--- src/logic/nvm_map_defs.svh ---
// Constants for the memory map decoder and non-volatile control block.
`ifndef NVM_MAP_DEFS_SVH
`define NVM_MAP_DEFS_SVH
`define AREA_MSB          31
`define AREA_LSB          28
`define AREA_INTERNAL     4'h0
`define AREA_EXT_FIRST    4'h1
`define AREA_EXT_LAST     4'h8
`define AREA_PERIPH       4'hF
`define REGION_MSB        27
`define REGION_LSB        20
`define REGION_BOOT       8'h00
`define REGION_FLASH      8'h01
`define REGION_SRAM       8'h02
`define REGION_ROM        8'h03
`define GPBIT_BOD_EN      0
`define GPBIT_BOD_RST_EN  1
`define GPBIT_BOOT_FLASH  2
`define GPBITS_RESET      3'h0
`define LOCK_RESET        32'h0000_0000
`define FAST_PROG_PATTERN 4'hB
`define ERASE_IGNORE_MS   100
`define ERASE_ACCEPT_MS   220
`define SLOW_CLK_HZ       32000
`define SYS_CLK_HZ        125000000
`define SLOW_DIV_CYCLES   (`SYS_CLK_HZ / `SLOW_CLK_HZ)
`define ERASE_ACCEPT_TICKS ((`ERASE_ACCEPT_MS * `SLOW_CLK_HZ + 999) / 1000)
`endif

--- src/logic/nvm_map_pkg.sv ---
// Types for the memory map decoder and non-volatile control block.
package nvm_map_pkg;
	typedef enum logic [2:0] {
		TGT_NONE,
		TGT_SRAM,
		TGT_ROM,
		TGT_FLASH,
		TGT_EXT,
		TGT_PERIPH
	} target_e;
	typedef enum logic [3:0] {
		CMD_NOP,
		CMD_REMAP,
		CMD_SET_GPBIT,
		CMD_CLR_GPBIT,
		CMD_SET_LOCK,
		CMD_CLR_LOCK,
		CMD_SET_SECURITY,
		CMD_PAGE_PROG,
		CMD_PAGE_ERASE,
		CMD_FULL_ERASE
	} cmd_e;
endpackage : nvm_map_pkg
--- src/logic/nvm_map_ctrl.sv ---
// Memory map decoder with boot remap and the flash controller's non-volatile state.
//
// Contract
// - Top four address bits pick one of sixteen 256 MB areas.
// - Areas one to eight go external, each with its own chip select.
// - Area zero goes to internal memories in 1 MB regions.
// - Area fifteen goes to the peripheral bus.
// - Any other area returns an abort to the requester.
// - SRAM answers at 0x0020_0000, and also at zero after remap.
// - ROM always answers at 0x0030_0000.
// - Flash answers at 0x0010_0000 in every remap state, but a secured debug or fast programming access there aborts.
// - Before remap region zero mirrors flash if boot bit set, else ROM.
// - Accepted erase pin clears the boot bit.
// - Set and clear commands update each general purpose bit.
// - One lock bit per lock region, 32 regions of 16 KB.
// - Program or erase of a locked region aborts and raises an interrupt.
// - Set and clear lock commands update the addressed lock bit.
// - Accepted erase pin clears every lock bit.
// - Security bit set refuses flash access from debug or fast programming port.
// - Security set only by command; cleared by erase pin then full erase.
// - Bit zero drives brownout detector enable; erase pin clears it.
// - Bit one drives brownout reset enable; erase pin clears it.
// - Sixteen calibration bits are read only and ignore the erase pin.
// - Page write buffer of 256 bytes written as 32-bit words.
// - Fast programming mode when test pin, A0, A1 high and A2 low.
// - Erase pin debounced: under 100 ms ignored, over 220 ms accepted.
`timescale 1ns/1ps
`include "nvm_map_defs.svh"

module nvm_map_ctrl #(
	parameter int LOCK_REGIONS  = 32,
	parameter int PAGE_WORDS    = 64,
	parameter int PAGE_BITS     = 11,
	parameter int PAGES_PER_RGN = 64,
	parameter int SLOW_DIV      = `SLOW_DIV_CYCLES,
	parameter int ERASE_TICKS   = `ERASE_ACCEPT_TICKS,
	parameter logic [15:0] CALIB_VALUE = 16'hA5C3
) (
	input  wire logic                    clk_sys,
	input  wire logic                    system_reset_pin,
	input  wire logic                    acc_valid,
	input  wire logic [31:0]             acc_addr,
	input  wire logic                    acc_from_debug,
	output logic                         acc_abort,
	output nvm_map_pkg::target_e         acc_target,
	output logic [7:0]                   ext_select_n,
	output logic [19:0]                  acc_offset,
	input  wire logic                    cmd_valid,
	input  wire nvm_map_pkg::cmd_e       cmd_code,
	input  wire logic [PAGE_BITS-1:0]    cmd_page,
	input  wire logic [1:0]              cmd_bit,
	output logic                         cmd_done,
	output logic                         lock_error_irq,
	input  wire logic                    wbuf_we,
	input  wire logic [$clog2(PAGE_WORDS)-1:0] wbuf_idx,
	input  wire logic [31:0]             wbuf_data,
	output logic                         prog_we,
	output logic [PAGE_BITS-1:0]         prog_page,
	output logic [$clog2(PAGE_WORDS)-1:0] prog_idx,
	output logic [31:0]                  prog_data,
	output logic                         erase_page_req,
	output logic                         erase_all_req,
	input  wire logic                    erase_pin,
	input  wire logic                    test_mode_pin,
	input  wire logic                    port_a_line_0,
	input  wire logic                    port_a_line_1,
	input  wire logic                    port_a_line_2,
	output logic                         fast_prog_mode,
	output logic                         remapped,
	output logic [2:0]                   general_purpose_nv_bit,
	output logic [LOCK_REGIONS-1:0]      lock_bits,
	output logic                         security,
	output logic                         brownout_detector_en,
	output logic                         brownout_reset_en,
	output logic [15:0]                  calib_bits
);
	localparam int IW = $clog2(PAGE_WORDS);
	localparam int RB = $clog2(LOCK_REGIONS);
	localparam int PR = $clog2(PAGES_PER_RGN);

	logic [31:0]   wbuf [PAGE_WORDS];
	logic [15:0]   slow_cnt;
	logic          slow_tick;
	logic [15:0]   erase_cnt;
	logic          erase_accept;
	logic          erase_seen;
	logic          prog_busy;
	logic [IW:0]   prog_cnt;
	logic [RB-1:0] cmd_region;
	logic          cmd_locked;
	logic          cmd_modifies;

	assign cmd_region   = RB'(cmd_page >> PR);
	assign cmd_locked   = lock_bits[cmd_region];
	assign cmd_modifies = (cmd_code == nvm_map_pkg::CMD_PAGE_PROG) || (cmd_code == nvm_map_pkg::CMD_PAGE_ERASE);

	// ----------------------------------------
	// Address decode
	// ----------------------------------------
	logic [3:0] area;
	logic [7:0] region;
	nvm_map_pkg::target_e next_target;
	logic       next_abort;
	logic       flash_target;

	assign area   = acc_addr[`AREA_MSB:`AREA_LSB];
	assign region = acc_addr[`REGION_MSB:`REGION_LSB];

	always_comb begin
		next_target = nvm_map_pkg::TGT_NONE;
		if (area == `AREA_INTERNAL) begin
			unique case (region)
				`REGION_BOOT: begin
					if (remapped)
						next_target = nvm_map_pkg::TGT_SRAM;
					else if (general_purpose_nv_bit[`GPBIT_BOOT_FLASH])
						next_target = nvm_map_pkg::TGT_FLASH;
					else
						next_target = nvm_map_pkg::TGT_ROM;
				end
				`REGION_FLASH: next_target = nvm_map_pkg::TGT_FLASH;
				`REGION_SRAM:  next_target = nvm_map_pkg::TGT_SRAM;
				`REGION_ROM:   next_target = nvm_map_pkg::TGT_ROM;
				default:       next_target = nvm_map_pkg::TGT_NONE;
			endcase
		end else if (area >= `AREA_EXT_FIRST && area <= `AREA_EXT_LAST) begin
			next_target = nvm_map_pkg::TGT_EXT;
		end else if (area == `AREA_PERIPH) begin
			next_target = nvm_map_pkg::TGT_PERIPH;
		end
	end

	assign flash_target = (next_target == nvm_map_pkg::TGT_FLASH);
	// abort on unmapped, secured flash access from debug or in fast programming mode refused
	assign next_abort = (next_target == nvm_map_pkg::TGT_NONE) ||
		(flash_target && security && (acc_from_debug || fast_prog_mode));

	always_ff @(posedge clk_sys) begin
		if (!system_reset_pin) begin
			acc_abort    <= 1'b0;
			acc_target   <= nvm_map_pkg::TGT_NONE;
			ext_select_n <= 8'hFF;
			acc_offset   <= 20'h0_0000;
		end else begin
			acc_abort    <= acc_valid && next_abort;
			acc_target   <= (acc_valid && !next_abort) ? next_target : nvm_map_pkg::TGT_NONE;
			acc_offset   <= acc_addr[19:0];
			ext_select_n <= 8'hFF;
			if (acc_valid && next_target == nvm_map_pkg::TGT_EXT)
				ext_select_n[3'(area - 4'h1)] <= 1'b0;
		end
	end

	// ----------------------------------------
	// Erase pin debounce on a slow tick
	// ----------------------------------------
	always_ff @(posedge clk_sys) begin
		if (!system_reset_pin) begin
			slow_cnt  <= 16'h0000;
			slow_tick <= 1'b0;
		end else begin
			slow_tick <= (slow_cnt == 16'(SLOW_DIV - 1));
			slow_cnt  <= (slow_cnt == 16'(SLOW_DIV - 1)) ? 16'h0000 : slow_cnt + 16'h0001;
		end
	end

	// Only a pulse held past the accept time fires, once, so short glitches never erase.
	always_ff @(posedge clk_sys) begin
		if (!system_reset_pin) begin
			erase_cnt    <= 16'h0000;
			erase_accept <= 1'b0;
		end else begin
			erase_accept <= 1'b0;
			if (!erase_pin)
				erase_cnt <= 16'h0000;
			else if (slow_tick && erase_cnt != 16'(ERASE_TICKS)) begin
				erase_cnt <= erase_cnt + 16'h0001;
				erase_accept <= (erase_cnt == 16'(ERASE_TICKS - 1));
			end
		end
	end

	// ----------------------------------------
	// Fast programming mode strap
	// ----------------------------------------
	always_ff @(posedge clk_sys) begin
		if (!system_reset_pin)
			fast_prog_mode <= 1'b0;
		else
			fast_prog_mode <= ({test_mode_pin, port_a_line_2, port_a_line_1, port_a_line_0} == `FAST_PROG_PATTERN);
	end

	// ----------------------------------------
	// Non-volatile bits and commands
	// ----------------------------------------
	always_ff @(posedge clk_sys) begin
		if (!system_reset_pin)
			remapped <= 1'b0;
		else if (cmd_valid && cmd_code == nvm_map_pkg::CMD_REMAP)
			remapped <= 1'b1;
	end

	// The non-volatile bits model cells that survive reset, but the system reset still gives them a defined start.
	always_ff @(posedge clk_sys) begin
		if (!system_reset_pin)
			general_purpose_nv_bit <= `GPBITS_RESET;
		else if (erase_accept)
			general_purpose_nv_bit <= 3'h0;
		else if (cmd_valid && cmd_code == nvm_map_pkg::CMD_SET_GPBIT && cmd_bit != 2'h3)
			general_purpose_nv_bit[cmd_bit] <= 1'b1;
		else if (cmd_valid && cmd_code == nvm_map_pkg::CMD_CLR_GPBIT && cmd_bit != 2'h3)
			general_purpose_nv_bit[cmd_bit] <= 1'b0;
	end

	always_ff @(posedge clk_sys) begin
		if (!system_reset_pin)
			lock_bits <= LOCK_REGIONS'(`LOCK_RESET);
		else if (erase_accept)
			lock_bits <= '0;
		else if (cmd_valid && cmd_code == nvm_map_pkg::CMD_SET_LOCK)
			lock_bits[cmd_region] <= 1'b1;
		else if (cmd_valid && cmd_code == nvm_map_pkg::CMD_CLR_LOCK)
			lock_bits[cmd_region] <= 1'b0;
	end

	always_ff @(posedge clk_sys) begin
		if (!system_reset_pin) begin
			security   <= 1'b0;
			erase_seen <= 1'b0;
		end else begin
			if (erase_accept)
				erase_seen <= 1'b1;
			// set by command, cleared by erase pin then full erase
			if (cmd_valid && cmd_code == nvm_map_pkg::CMD_SET_SECURITY)
				security <= 1'b1;
			else if (cmd_valid && cmd_code == nvm_map_pkg::CMD_FULL_ERASE && (erase_seen || erase_accept)) begin
				security   <= 1'b0;
				erase_seen <= 1'b0;
			end
		end
	end

	always_ff @(posedge clk_sys) begin
		if (!system_reset_pin) begin
			brownout_detector_en <= 1'b0;
			brownout_reset_en    <= 1'b0;
			calib_bits           <= 16'h0000;
		end else begin
			brownout_detector_en <= general_purpose_nv_bit[`GPBIT_BOD_EN];
			brownout_reset_en    <= general_purpose_nv_bit[`GPBIT_BOD_RST_EN];
			calib_bits           <= CALIB_VALUE;
		end
	end

	// ----------------------------------------
	// Write buffer and program sequencer
	// ----------------------------------------
	always_ff @(posedge clk_sys) begin
		// page buffer written word by word
		if (wbuf_we)
			wbuf[wbuf_idx] <= wbuf_data;
	end

	always_ff @(posedge clk_sys) begin
		if (!system_reset_pin) begin
			cmd_done       <= 1'b0;
			lock_error_irq <= 1'b0;
			erase_page_req <= 1'b0;
			erase_all_req  <= 1'b0;
			prog_busy      <= 1'b0;
			prog_cnt       <= '0;
			prog_page      <= '0;
		end else begin
			cmd_done       <= 1'b0;
			lock_error_irq <= 1'b0;
			erase_page_req <= 1'b0;
			erase_all_req  <= 1'b0;
			if (prog_busy) begin
				prog_cnt <= prog_cnt + (IW+1)'(1);
				if (prog_cnt == (IW+1)'(PAGE_WORDS - 1)) begin
					prog_busy <= 1'b0;
					cmd_done  <= 1'b1;
				end
			end else if (cmd_valid) begin
				if (cmd_modifies && cmd_locked) begin
					lock_error_irq <= 1'b1;
					cmd_done       <= 1'b1;
				end else if (cmd_code == nvm_map_pkg::CMD_PAGE_PROG) begin
					prog_busy <= 1'b1;
					prog_cnt  <= '0;
					prog_page <= cmd_page;
				end else if (cmd_code == nvm_map_pkg::CMD_PAGE_ERASE) begin
					erase_page_req <= 1'b1;
					prog_page      <= cmd_page;
					cmd_done       <= 1'b1;
				end else if (cmd_code == nvm_map_pkg::CMD_FULL_ERASE) begin
					erase_all_req <= 1'b1;
					cmd_done      <= 1'b1;
				end else if (cmd_code != nvm_map_pkg::CMD_NOP)
					cmd_done <= 1'b1;
			end
		end
	end

	always_ff @(posedge clk_sys) begin
		if (!system_reset_pin) begin
			prog_we   <= 1'b0;
			prog_idx  <= '0;
			prog_data <= 32'h0000_0000;
		end else begin
			prog_we   <= prog_busy;
			prog_idx  <= prog_cnt[IW-1:0];
			prog_data <= wbuf[prog_cnt[IW-1:0]];
		end
	end
endmodule : nvm_map_ctrl

--- config.mk ---
export PLATFORM = sky130hd
export DESIGN_NAME = nvm_map_ctrl
export DESIGN_NICKNAME = d
export VERILOG_FILES = /design/src/logic/nvm_map_pkg.sv /design/src/logic/nvm_map_ctrl.sv
export VERILOG_INCLUDE_DIRS = /design/src /design/src/logic
export SDC_FILE = /design/constraint.sdc
export NUM_CORES = 2
export LEC_CHECK = 0
export BUFFER_PORTS_ARGS = -buffer_cell sky130_fd_sc_hd__buf_2
export CORE_ASPECT_RATIO = 1.4
export CORE_MARGIN = 5
export CORE_UTILIZATION = 30
export DETAILED_ROUTE_END_ITERATION = 10
export PLACE_DENSITY = 0.45
export SYNTH_ARGS = -nofsm -noshare
export SYNTH_HDL_FRONTEND = slang
export SYNTH_SLANG_ARGS = --single-unit
--- constraint.sdc ---
create_clock -name clk_sys -period 10.9 [get_ports clk_sys]
set_clock_uncertainty 0.1 [all_clocks]
set_input_delay 1.635 -clock clk_sys [delete_from_list [all_inputs] [get_ports clk_sys]]
set_output_delay 1.635 -clock clk_sys [all_outputs]
set_load 0.02 [all_outputs]
=== After elaboration in Yosys (flattened, before gate mapping) ===
Memories as Yosys holds them, arrays and structs flattened. A register that Yosys moved wholly into a read port is not among the register bits.
Cells that the tools add are included.

* Output and inout port bits: 142
* Latch bits: 0
* RAM bits: 2048
* Memories: 1
* Word-level logic and storage cells: 168
* Input bits: 98
* ROM bits: 0
* Flip-flop bits (word level): 153

* Div/mod/pow operators: 0
* Add/subtract/negate cells: 4
* Multipliers: 0
* Equality and inequality tests: 22
* Bitwise logic cells: 11
* Reduce and logical (&&, ||, !) cells: 48
* Multiplexer cells: 48
* Order comparisons: 8
* Shift-type cells: 0

{| class="wikitable"
|+ Memory list
! memory !! words !! bits a word !! read ports !! clocked after Yosys merged registers in !! wr ports !! RTL line !! RTL
|-
| wbuf || 64 || 32 || 1 || 1 || 1 || nvm_map_ctrl.sv:81 || <nowiki>logic [31:0] wbuf [PAGE_WORDS];</nowiki>
|}

{| class="wikitable"
|+ Operators with widths
! cell !! number
|-
| $mux 32 || 2
|-
| $add 16x1->16 const B || 2
|-
| $and 32x32->32 || 1
|-
| $not 32->32 || 1
|-
| $or 32x32->32 || 1
|-
| $mux 1 || 28
|-
| $mux 7 || 4
|-
| $mux 11 || 2
|-
| $logic_and 1x1->1 || 21
|-
| $eq 16x12->1 const B || 1
|-
| $eq 16x13->1 const B || 1
|-
| $eq 4x3->1 const B || 4
|-
| $eq 4x4->1 const B || 4
|-
| $eq 8x2->1 const B || 2
|-
| $mux 16 || 1
|-
| $ne 16x13->1 const B || 1
|-
| $mux 3 || 5
|-
| $pmux 3 s4 || 1
|-
| $reduce_bool 2->1 || 6
|-
| $eq 4x2->1 const B || 2
|-
| $eq 8x1->1 const B || 1
|-
| $logic_not 8->1 || 1
|-
| $not 8->8 || 1
|-
| $add 7x1->7 const B || 1
|-
| 35 further kinds || 47
|}

=== Depth between registers and ports, before layout ===
* Depth in word-level cells: 11
* Gate-level depth with buffers: 10
* Depth with buffers taken out: 7

=== Worst setup path before layout ===
No wires, ideal clock.

* Path kind: input -> register
* From: in wbuf_idx[3]
* To: mem wbuf[32][0], enable pin
* Arrival time: 4.563 ns
* Data required time: 10.339 ns
* Slack: 5.776 ns
* Stages on the path: 4
* Library setup time: 0.461 ns
* Path through: clkbuf_1 > nand3b_1 > or3_1 > nor3_1

{| class="wikitable"
|+ RTL lines
! item !! RTL line !! RTL
|-
| start: declaration || nvm_map_ctrl.sv:55 || <nowiki>input wire logic [$clog2(PAGE_WORDS)-1:0] wbuf_idx,</nowiki>
|-
| end: declaration || nvm_map_ctrl.sv:81 ||
|}

Straight into the memory's write port.

==> out/metrics.yaml <==
outcome: "completed"
whs_path_depth: 2
tightest_slew_ns: 1.37
critPathMaxFanout: 54
setup_violations: 0
hold_viol_final: 0
maxCapViolCount: 0
clkLatencyLatePin_ns: 0.88
rows: 230
io_buffers: 231
p_leak_nw: 29.6
drc: 0
timing.rr.end: "prog_data[15]"
final_common_cell: "edfxtp_1"
synth_top_area_share: 0.727
synth_area_leader_cell: "edfxtp_1"
synth_edf_count: 2048
vdd_ir_drop_max_v: 0.000114
grt_overflow: 0
instances_no_fill: 8320
powerDensity_mw_per_mm2: 177
synth.cell_area_mm2: 0.0846
htree_levels: 4
drive_gt1_frac: 0.289
synth-simple-area-share: 0.0296
grt_pass1_wl_um: 355000
drv_slew: 0
rsz0062_at_grt: "no"
drtIter0Drc: 3725
vias: 42100
cts_hold_buffers: 0
ctsResizeCount: 0
viasPerCell: 5.06
num-nets-final: 4522
cp-end-kind: "register"
final_cell_mix: "edfxtp_1 (2048), mux4_2 (510), buf_2 (232)"
post_cts_buffers: 0
hp-start: "prog_page[4]"
hold_ws_ns: 0.355
arrival_ns: 4.82
netlist_top_cells_area: "edfxtp_1 (73%), mux4_2 (14%), dfxtp_1 (4.0%), mux2i_1 (1.1%), nor2_1 (0.89%)"
grt_max_degree: 104
placedCellCount: 7905
dieWidth_um: 459
tns_ns: 0
ff2ff_setup_slack_ns: 6.70
synth_top_family_by_area: "multiplexers"
critical_path_class: "register to register"
hold_class: "register to register"
synth_area_per_cell_um2: 20.9
dp_hpwl_um: 145000
dr.pass1.iters: 7
wire_per_inst_um: 31.1
postSynth.asyncResetShare: 0
cp-start-kind: "register"
cts_tree: "done"
clock_sinks: 2218
max_freq_mhz: 238
rr_worst_depth: 7
grt_usage: 0.172
timing.final.ws_setup_ns: 6.70
cts_root_buf: "clkbuf_16"
routed_wl_um: 259000
worst_hold_path.endpoint: "prog_page[4]"
synth_mux_area_frac: 0.152
dieArea_mm2: 0.293
r2r_start: "prog_cnt[1]"
die_h_um: 638
period_needed_ns: 4.20
cts_buffers: 222
maxSlewHeadroom: 0.0854
slowest_delay_ns: 0.85
ys_ff_latch: 2218
place.gp.congestion: 0.751
crit_required_ns: 11.51
syn-instance-count: 4057
ys_seq_area_frac: 0.767
post_synth_fa_ha_maj_area_fraction: 0.00104
clk_pin_slew_ns: 0.06
area_growth_pct: 15.7
yosysWarnings: 0
grt_pass1_vias: 43700
pre_cts_slack_ns: 6.32
initial_core_util: 0.302
worstPathCellList: "buf_4 > buf_4 > mux4_2 > mux2i_1 > mux2i_1 > o21ai_0 > o41ai_1"
p_total_mw: 17.3
ios: 240
antenna_found_initial: 28
min_period_over_period: 0.386
synth_compound_area_frac: 0.0317
ys_types: 73
cts_buffer_depth: 4
coreArea_mm2: 0.281
cp_slowest_cell: "dfxtp_4"
ant_nets: 0
synth_xor_area_frac: 0.00331
ys.flop_type: "edfxtp_1"
## through the flow
| stage | utilization | instance area, um2 |
|---|---|---|
| after global routing | 0.349 | 97800 |
| after CTS | 0.349 | 97800 |
| after global placement | 0.324 | 90800 |
| after detailed placement | 0.324 | 90800 |
| final | 0.349 | 97900 |
| after floorplan | - | 84600 |
## critical path, delay by kind of cell (launching register included)
kind,cells,cell delay (ns)
flops,1,0.85
compound gates,2,0.76
mux,3,0.82
buf+inv,2,1.42
## sequential cells by signal, summed over array words and instances (netlist names), 3 cells and up, named ones only
register	flops
wbuf	2048
prog_data	32
acc_offset	20
erase_cnt	16
slow_cnt	16
prog_page	11
ext_select_n	8
prog_cnt	7
prog_idx	6
acc_target	3
## final cells by class
type | count | area [um2]
antenna | 7 | 17.5
tap | 3712 | 4640
multi-input combinational | 1592 | 18900
inverter | 19 | 71.3
timing repair buffer | 364 | 2250
fill | 26200 | 183000
clock buffer | 283 | 6000
sequential | 2218 | 64900
clock inverter | 125 | 1020
## worst max path at each step
stage | start | to | slack (ns) | depth (start not counted)
3_3_place_gp | system_reset_pin | prog_data[30] | 5.86 | 5
4_1_cts | prog_cnt[1] | prog_data[15] | 6.57 | 7
3_5_place_dp | system_reset_pin | prog_data[28] | 6.32 | 9
5_1_grt | prog_cnt[1] | prog_data[15] | 6.49 | 7
2_1_floorplan | wbuf_idx[3] | wbuf[32][0] | 5.78 | 4
6_report | prog_cnt[1] | prog_data[15] | 6.70 | 7
## cell usage after synthesis (10+ instances only)
cell      instances
nor2_1          200
mux2_2           36
a22oi_1          36
o21ai_0          45
nand4_1          11
a21oi_1          84
a22o_1           12
edfxtp_1       2048
or3_1            12
buf_1            15
nand2b_1         19
a221oi_1         12
a211o_1          12
a311oi_1         26
xor2_1           14
mux4_2          510
mux2i_1          92
dfxtp_1         170
buf_4            54
nor4_1           13
and2_1           32
nor3_1           31
o221ai_1         19
xnor2_1          18
nor2b_1          16
clkbuf_1         89
nand3_1          37
o22a_1           10
buf_2            68
inv_1            19
o22ai_1          76
nand2_1          99
a211oi_1         18
## power breakdown
part | internal, mW | switching (mW) | total (mW)
sequential | 9.35 | 0.0234 | 9.38
clock | 4.23 | 3.27 | 7.51
combinational | 0.115 | 0.302 | 0.417
## kinds of logic after synthesis
logic type | after synthesis
flops | 2218
other cells | 1
xor+xnor | 32
buf+inv | 254
mux | 639
fa+ha+maj | 7
compound gates | 389
simple gates | 517
## routing by layer
metal	GRT usage	share of wire	vias to the layer above
met1	0.215	0.40	22900
met2	0.312	0.52	1256
met5	0	0.00015	-
met3	0.0268	0.051	351
li1	-	-	17600
met4	0.0455	0.027	6
(Power assumes the default switching activity.)
